## config.mk

```make
export PLATFORM = sky130hd
export DESIGN_NAME = tfe_error_flags
export DESIGN_NICKNAME = d
export VERILOG_FILES = /design/src/verilog/tfe_pkg.sv /design/src/verilog/tfe_error_flags.sv
export SDC_FILE = /design/constraint.sdc
export NUM_CORES = 1
export LEC_CHECK = 0
export BUFFER_PORTS_ARGS = -buffer_cell sky130_fd_sc_hd__buf_2
export CAP_MARGIN = 10
export CORE_MARGIN = 1.5
export CORE_UTILIZATION = 23
export CTS_CLUSTER_DIAMETER = 100
export DETAILED_ROUTE_END_ITERATION = 10
export HOLD_SLACK_MARGIN = 0.12
export PLACE_DENSITY_LB_ADDON = 0.3
export SYNTH_ARGS = -nofsm -noshare
export SYNTH_HDL_FRONTEND = slang
export SYNTH_SLANG_ARGS = --single-unit
export TNS_END_PERCENT = 50
```

## constraint.sdc

```tcl
create_clock -name i_clk -period 3.1 [get_ports i_clk]
set_input_delay 0.62 -clock i_clk [delete_from_list [all_inputs] [get_ports i_clk]]
set_output_delay 0.62 -clock i_clk [all_outputs]
set_load 0.01 [all_outputs]
```

## src/verilog/tfe_pkg.sv

```systemverilog
package tfe_pkg;
    localparam logic [4:0] ADDR_ERR_FLAGS = 5'h02;
    localparam logic [4:0] ADDR_CTRL = 5'h03;
    localparam logic [15:0] ERR_RESET = 16'h0000;
    localparam logic [15:0] CTRL_RESET = 16'h0000;
    localparam int BIT_DTE = 12;
    localparam int BIT_NEF = 11;
    localparam int BIT_SKEW = 10;
    localparam int BIT_FCE = 9;
    localparam int BIT_NSG = 8;
    localparam int BIT_FMT = 7;
    localparam int BIT_INC = 6;
    localparam int CTRL_DEN2 = 0;
    localparam int CTRL_FCS = 1;
    localparam logic [15:0] MIN_FRAMES = 16'h000D;
    localparam logic [2:0] FM_BLANK_GAP = 3'h7;
    localparam logic [7:0] FM_CHAR = 8'h13;
endpackage

```

## src/verilog/tfe_error_flags.sv

```systemverilog
`timescale 1ns/10ps
// Contract
// - Late write clock on write sets timing error
// - Transfer while bus occupied sets timing error
// - Timing error raises end-of-block, exception, abort
// - Late clock implies frame count advanced
// - Reads raise timing error only for occupied
// - Write on protected transport sets nonexec
// - Reverse command at tape start sets nonexec
// - Density versus capability mismatch sets nonexec
// - Space/write with frame status zero: nonexec
// - Short frame count low density sets nonexec
// - PE excessive correctable skew sets skew flag
// - Bad NRZ filemark pattern sets flag
// - Bad filemark also raises tape mark status
// - Space ending with nonzero count sets error
// - Run held after end-of-block sets error
// - Characters in early gap set gap flag
// - PE bad preamble/postamble sets format flag
// - NRZ LRC mismatch sets check flag
// - PE uncorrectable conditions set data flag
// - NRZ parity or late data sets flag
// - Flags hold until initialize or drive clear
module tfe_error_flags (
    input wire logic i_clk,
    input wire logic i_sys_rst,
    input wire logic [4:0] i_addr,
    input wire logic [15:0] i_wdata,
    input wire logic i_wr,
    input wire logic i_rd,
    output logic [15:0] o_rdata,
    input wire logic i_drive_clear,
    input wire logic i_bus_init,
    input wire logic i_cmd_start,
    input wire logic i_cmd_write,
    input wire logic i_cmd_read,
    input wire logic i_cmd_space,
    input wire logic i_cmd_reverse,
    input wire logic i_xfer_start,
    input wire logic i_space_end,
    input wire logic i_xfer_end,
    input wire logic i_char_due,
    input wire logic i_wclk,
    input wire logic i_bus_occupied,
    input wire logic i_run,
    input wire logic i_write_protect,
    input wire logic i_bot,
    input wire logic i_pe_capable,
    input wire logic [15:0] i_fc_load,
    input wire logic i_fc_load_en,
    input wire logic i_frame_step,
    input wire logic i_rd_char,
    input wire logic [7:0] i_rd_data,
    input wire logic i_blank_char,
    input wire logic i_gap_first_half,
    input wire logic i_pe_skew_warn,
    input wire logic i_pe_bad_amble,
    input wire logic i_lrc_valid,
    input wire logic [7:0] i_lrc_tape,
    input wire logic i_pe_multi_dead,
    input wire logic i_pe_parity_nodead,
    input wire logic i_pe_skew_ovf,
    input wire logic i_nrz_parity_err,
    input wire logic i_nrz_late_data,
    output logic o_end_of_block,
    output logic o_exception,
    output logic o_abort,
    output logic o_tape_mark,
    output logic [15:0] o_frame_count
);
    ////////////////////////////////////////////////////////////////////////////
    logic [15:0] err_r, err_nxt, ctrl_r, fc_r, rdata_r;
    logic eob_r, tm_r, wclk_s1_r, wclk_s2_r, wclk_d_r, wait_clk_r;
    logic [7:0] lrc_r;
    logic [2:0] blank_r;
    logic [7:0] fm_char_r;
    typedef enum logic [1:0] {
        FM_IDLE = 2'b00,
        FM_BLANKS = 2'b01,
        FM_SECOND = 2'b10
    } tfe_fm_state_t;
    tfe_fm_state_t fm_st_r;
    logic gap_char_r;
    logic fc_moved_r;
    wire clr = i_bus_init | i_drive_clear;
    wire den2 = ctrl_r[tfe_pkg::CTRL_DEN2];
    wire frame_count_status_bit = ctrl_r[tfe_pkg::CTRL_FCS];
    wire wclk_rise = wclk_s2_r & ~wclk_d_r;
    // Write clock must arrive before the character slot closes
    // Only armed once a frame has gone out, so the count tells both cases apart
    wire late_wclk = i_cmd_write & wait_clk_r & i_char_due & ~wclk_rise & fc_moved_r;
    wire occ_err = i_xfer_start & i_bus_occupied;
    wire dte_set = late_wclk | occ_err;
    wire [15:0] fc_neg = 16'h0000 - fc_r;
    wire nef_protect = i_cmd_write & i_write_protect;
    wire nef_bot = i_cmd_reverse & i_bot;
    wire nef_density = (den2 != i_pe_capable);
    wire nef_no_fcs = (i_cmd_space | i_cmd_write) & ~frame_count_status_bit;
    // Low density needs at least the minimum record length
    wire nef_short = (i_cmd_read | i_cmd_write) & ~den2 & (fc_neg < tfe_pkg::MIN_FRAMES);
    wire nef_set = i_cmd_start & (nef_protect | nef_bot | nef_density | nef_no_fcs | nef_short);
    // Second single character after the blank run decides the filemark
    wire fm_done = (fm_st_r == FM_SECOND) & i_rd_char & ~den2;
    wire fm_bad = fm_done & ((i_rd_data != tfe_pkg::FM_CHAR) | (fm_char_r != tfe_pkg::FM_CHAR));
    wire fce_set = (i_space_end & (fc_r != 16'h0000)) | (eob_r & i_run);
    wire nsg_set = i_xfer_end & (gap_char_r | (i_rd_char & i_gap_first_half));
    wire fmt_set = den2 ? i_pe_bad_amble : (i_lrc_valid & (i_lrc_tape != lrc_r));
    wire inc_set = i_cmd_read & (den2 ? (i_pe_multi_dead | i_pe_parity_nodead | i_pe_skew_ovf)
        : (i_nrz_parity_err | i_nrz_late_data));
    wire skew_set = (den2 & i_pe_skew_warn) | fm_bad;
    ////////////////////////////////////////////////////////////////////////////
    always_comb begin
        err_nxt = err_r;
        if (clr) begin
            err_nxt = tfe_pkg::ERR_RESET;
        end
        err_nxt[tfe_pkg::BIT_DTE] = err_nxt[tfe_pkg::BIT_DTE] | dte_set;
        err_nxt[tfe_pkg::BIT_NEF] = err_nxt[tfe_pkg::BIT_NEF] | nef_set;
        err_nxt[tfe_pkg::BIT_SKEW] = err_nxt[tfe_pkg::BIT_SKEW] | skew_set;
        err_nxt[tfe_pkg::BIT_FCE] = err_nxt[tfe_pkg::BIT_FCE] | fce_set;
        err_nxt[tfe_pkg::BIT_NSG] = err_nxt[tfe_pkg::BIT_NSG] | nsg_set;
        err_nxt[tfe_pkg::BIT_FMT] = err_nxt[tfe_pkg::BIT_FMT] | fmt_set;
        err_nxt[tfe_pkg::BIT_INC] = err_nxt[tfe_pkg::BIT_INC] | inc_set;
    end
    // Flag register has no write path at all
    always_ff @(posedge i_clk or posedge i_sys_rst) begin
        if (i_sys_rst) begin
            err_r <= tfe_pkg::ERR_RESET;
        end else begin
            err_r <= err_nxt;
        end
    end
    always_ff @(posedge i_clk or posedge i_sys_rst) begin
        if (i_sys_rst) begin
            ctrl_r <= tfe_pkg::CTRL_RESET;
        end else if (i_wr && i_addr == tfe_pkg::ADDR_CTRL) begin
            ctrl_r <= i_wdata;
        end
    end
    ////////////////////////////////////////////////////////////////////////////
    // Write clock comes from the far side, so resynchronise first
    always_ff @(posedge i_clk or posedge i_sys_rst) begin
        if (i_sys_rst) begin
            wclk_s1_r <= 1'b0;
            wclk_s2_r <= 1'b0;
            wclk_d_r <= 1'b0;
        end else begin
            wclk_s1_r <= i_wclk;
            wclk_s2_r <= wclk_s1_r;
            wclk_d_r <= wclk_s2_r;
        end
    end
    always_ff @(posedge i_clk or posedge i_sys_rst) begin
        if (i_sys_rst) begin
            wait_clk_r <= 1'b0;
        end else if (i_xfer_start || i_char_due) begin
            wait_clk_r <= i_cmd_write;
        end else if (wclk_rise) begin
            wait_clk_r <= 1'b0;
        end
    end
    // Frame counter advances per frame; the moved bit separates the two DRIVE_TIMING_ERROR cases
    always_ff @(posedge i_clk or posedge i_sys_rst) begin
        if (i_sys_rst) begin
            fc_r <= 16'h0000;
            fc_moved_r <= 1'b0;
        end else if (i_fc_load_en) begin
            fc_r <= i_fc_load;
            fc_moved_r <= 1'b0;
        end else if (i_frame_step && !eob_r) begin
            fc_r <= fc_r + 16'h0001;
            fc_moved_r <= 1'b1;
        end
    end
    always_ff @(posedge i_clk or posedge i_sys_rst) begin
        if (i_sys_rst) begin
            eob_r <= 1'b0;
        end else if (i_cmd_start) begin
            eob_r <= 1'b0;
        end else if (dte_set || i_xfer_end || i_space_end) begin
            eob_r <= 1'b1;
        end
    end
    always_ff @(posedge i_clk or posedge i_sys_rst) begin
        if (i_sys_rst) begin
            lrc_r <= 8'h00;
        end else if (i_cmd_start || i_lrc_valid) begin
            lrc_r <= 8'h00;
        end else if (i_rd_char) begin
            lrc_r <= lrc_r ^ i_rd_data;
        end
    end
    // Early-gap characters are held until the next command start or a clear
    always_ff @(posedge i_clk or posedge i_sys_rst) begin
        if (i_sys_rst) begin
            gap_char_r <= 1'b0;
        end else if (i_rd_char && i_gap_first_half) begin
            gap_char_r <= 1'b1;
        end else if (i_cmd_start || clr) begin
            gap_char_r <= 1'b0;
        end
    end
    // Filemark hunt: char, seven blanks, char
    always_ff @(posedge i_clk or posedge i_sys_rst) begin
        if (i_sys_rst) begin
            fm_st_r <= FM_IDLE;
            blank_r <= 3'h0;
            fm_char_r <= 8'h00;
        end else if (i_rd_char) begin
            fm_st_r <= (fm_st_r == FM_SECOND) ? FM_IDLE : FM_BLANKS;
            fm_char_r <= i_rd_data;
            blank_r <= 3'h0;
        end else if (i_blank_char) begin
            unique case (fm_st_r)
                FM_IDLE: begin
                    fm_st_r <= FM_IDLE;
                end
                FM_BLANKS: begin
                    blank_r <= blank_r + 3'h1;
                    if (blank_r + 3'h1 == tfe_pkg::FM_BLANK_GAP) begin
                        fm_st_r <= FM_SECOND;
                    end
                end
                FM_SECOND: begin
                    fm_st_r <= FM_IDLE;
                end
                default: begin
                    fm_st_r <= FM_IDLE;
                end
            endcase
        end
    end
    always_ff @(posedge i_clk or posedge i_sys_rst) begin
        if (i_sys_rst) begin
            tm_r <= 1'b0;
        end else if (fm_bad) begin
            tm_r <= 1'b1;
        end else if (clr || i_cmd_start) begin
            tm_r <= 1'b0;
        end
    end
    ////////////////////////////////////////////////////////////////////////////
    wire [15:0] rd_mux = (i_addr == tfe_pkg::ADDR_ERR_FLAGS) ? err_r :
        (i_addr == tfe_pkg::ADDR_CTRL) ? ctrl_r : 16'h0000;
    always_ff @(posedge i_clk or posedge i_sys_rst) begin
        if (i_sys_rst) begin
            rdata_r <= 16'h0000;
        end else begin
            rdata_r <= i_rd ? rd_mux : 16'h0000;
        end
    end
    assign o_rdata = rdata_r;
    assign o_end_of_block = eob_r;
    assign o_exception = eob_r & err_r[tfe_pkg::BIT_DTE];
    assign o_abort = eob_r & err_r[tfe_pkg::BIT_DTE];
    assign o_tape_mark = tm_r;
    assign o_frame_count = fc_r;
endmodule

```

==> results by group <==
Synth
  • Post-synth EDFFs: 0
  • Syn Nets: 484
  • Post-synth top cells: 84 x dfrtp_1, 35 x nor2_1, 34 x nand2_1
  • Synthesized area: 0.00414 mm2
  • Async SR Flop Fraction: 1.00
  • Post-synth top area share: 0.508
  • Avg Inst Size Synth: 10.6 um2
  • Top_reg_cell synth: dfrtp_1
  • #FFs+latches synth: 84
  • Post-synth top area cell: dfrtp_1
  • Synth unique cells: 57
  • Ys Warns: 0
  • Top cells by area, synth: dfrtp_1 51%, mux2_2 4.9%, xnor2_1 4.2%
  • Count leader, synth: dfrtp_1
  • Cells after Synth: 392
  • Sequential fraction of the synthesis area: 0.508

Cells and area
  • Share of cells above drive strength 1: 0.332
  • Final cell count without fillers: 735
  • Layout net count: 596
  • Area grow syn2layout: 26.5%
  • Design Area, Final: 0.00524 mm2

CTS
  • Postcts setup bufs: 0
  • Htree depth: 3
  • Clock-pin slew on the worst setup and hold paths: 0.07 ns
  • CTS Sinks: 84
  • Post-CTS Resized: 0
  • Clk Latency, worst-skew pair: 0.34 ns
  • Cts hold-fix bufs: 0
  • Max clock buf depth: 2
  • CTS tree: yes
  • CTS Root Cell: clkbuf_16
  • Clock buffer count from CTS: 9

Detailed routing
  • Vias per inst: 4.34
  • DRC: 0
  • Final WL: 10400 um
  • ANT nets after route: 0
  • Vias post-DR: 3187
  • Iter 0 DRT Violations: 97
  • Routed len/inst: 14.2 um
  • DRT Pass-1 Iters: 4

Pwr
  • Peak supply drop: 0.000297 V
  • Pwr per Cell Area: 527 mW/mm2
  • Pleak: 0.00252 uW

Critical path
  • Critical path class: in2reg
  • Worst Setup EP: ctrl_r[9]
  • Crit Path Max Fanout: 16
  • Critical-path cell list: buf_2 > nor4b_1 > and3_1 > mux2_2
  • Crit. Startpoint: i_addr[3]
  • Worst R2R Start: o_frame_count[0]
  • CP Launch Type: primary input
  • Slack of the worst reg-to-reg path: 1.06 ns
  • Worst Path Arrival: 2.27 ns
  • FF-to-FF path depth: 7
  • Required time of the critical path: 3.33 ns
  • Critical path's slowest cell: and3_1
  • Worst path max stage delay: 0.73 ns
  • R2r endpoint: err_r[11]
  • Kind of end point of the critical path: flop

Global routing
  • Vias in the first global route: 3201
  • Initial antenna violation count: 1
  • First-pass GRT wire length: 16600 um
  • Gr usage total: 0.115
  • GRT overflow: 0
  • Largest net degree at the start of global routing: 58

STA
  • Slew HR: 0.491
  • Final setup TNS: 0 ns
  • RSZ-0062 raised after global routing: false
  • Fmax: 489 MHz
  • Tightest Pin Transition: 0.763 ns
  • Final setup fails: 0
  • Min Tclk post-route: 2.05 ns
  • Crit share post-route: 0.660
  • Setup skew after layout: 0.00858 ns
  • Count of pins over their slew limit: 0
  • Fin. Hold Viols: 0

Placed design
  • Dpl hpwl: 7810 um
  • Placed insts: 718
  • Buffers on Ports: 122
  • Gp weighted congestion: 0.734
  • Post-Place Cell Area: 0.00494 mm2

Min path
  • Hold crit path type: in2async

Die
  • Starting Density: 0.238
  • Num rows: 48
  • Io pins: 123
  • Die X-Extent: 137 um
  • Die extent in y: 137 um
  • Core Area: 0.0174 mm2
  • Die Area: 0.0188 mm2

Run
  • Max capacitance violation total: 0

Run status
  • Outcome: finished clean
-- logic make-up after synthesis --
| group | after synthesis | synth area share |
|---|---|---|
| buffers and inverters | 39 | 0.0444 |
| muxes | 26 | 0.0683 |
| xor gates and xnor gates | 39 | 0.0825 |
| DFF | 84 | 0.508 |
| adders and majority gates | 5 | 0.0151 |
| and+or+nand+nor | 139 | 0.190 |
| AOI/OAI and AO/OA | 60 | 0.0913 |
-- state kept, by name, indices dropped and copies added (netlist names) --
signal          count
o_rdata            16
wclk_s2_r           1
o_frame_count      16
o_end_of_block      1
wclk_d_r            1
gap_char_r          1
ctrl_r             16
fm_char_r           8
lrc_r               8
err_r               7
fc_moved_r          1
wclk_s1_r           1
fm_st_r             2
blank_r             3
wait_clk_r          1
o_tape_mark         1
-- layer usage --
| layer | share of wire | track usage |
|---|---|---|
| met5 | 0 | 0 |
| met2 | 0.47 | 0.187 |
| met4 | 0.011 | 0.0316 |
| met1 | 0.47 | 0.150 |
| met3 | 0.046 | 0.0326 |
-- how the worst min path moves through the flow --
stage	startpoint	endpoint	slack, ns	depth (start not counted)
floorplan	wclk_s1_r	wclk_s2_r	0.33	0
global placement	wclk_s1_r	wclk_s2_r	0.34	0
detailed placement	wclk_s1_r	wclk_s2_r	0.34	0
CTS	i_sys_rst	fm_char_r[1]	0.31	2
global route	i_sys_rst	fm_char_r[1]	0.35	2
finish	i_sys_rst	fm_char_r[1]	0.30	2
-- layout by cell type, fill, tap and decap left out, types with 9 or more instances in the layout --
cell type	Yosys	final
buf_2	6	122
dfrtp_1	84	84
nor2_1	35	35
nand2_1	34	34
o21ai_0	23	23
xnor2_1	20	20
xor2_1	19	19
mux2_2	18	18
inv_1	16	15
and3_1	13	13
nor3_1	11	11
a21oi_1	9	9
clkbuf_16	0	9
-- layout make-up --
| type | count | area [um2] |
|---|---|---|
| antenna | 1 | 2.50 |
| timing repair buffer | 124 | 638 |
| tap | 225 | 282 |
| multi-input combinational | 269 | 1850 |
| clock inverter | 7 | 71.3 |
| fill | 1866 | 12200 |
| sequential | 84 | 2100 |
| inverter | 16 | 61.3 |
| clock buffer | 9 | 225 |
-- worst max-delay path, delay by kind of cell --
| kind | cells | cell delay (ns) |
|---|---|---|
| simple gates | 2 | 1.15 |
| mux | 1 | 0.41 |
| buf+inv | 1 | 0.10 |
-- through the flow --
| stage | total power [uW] | hold WS (ns) | utilization | setup WS (ns) |
|---|---|---|---|---|
| after floorplan | 1550 | 0.331 | - | 0.315 |
| after global placement | 1690 | 0.340 | 0.283 | 0.743 |
| after detailed placement | 1700 | 0.337 | 0.283 | 0.645 |
| after CTS | 2810 | 0.311 | 0.300 | 1.02 |
| after global routing | 2920 | 0.347 | 0.300 | 0.866 |
| final | 2760 | 0.304 | 0.301 | 1.05 |
-- power by group --
group,switching (uW),internal (uW)
clock network,511,572
registers,113,1190
logic,184,189
Power figures use the tool's default switching activity.
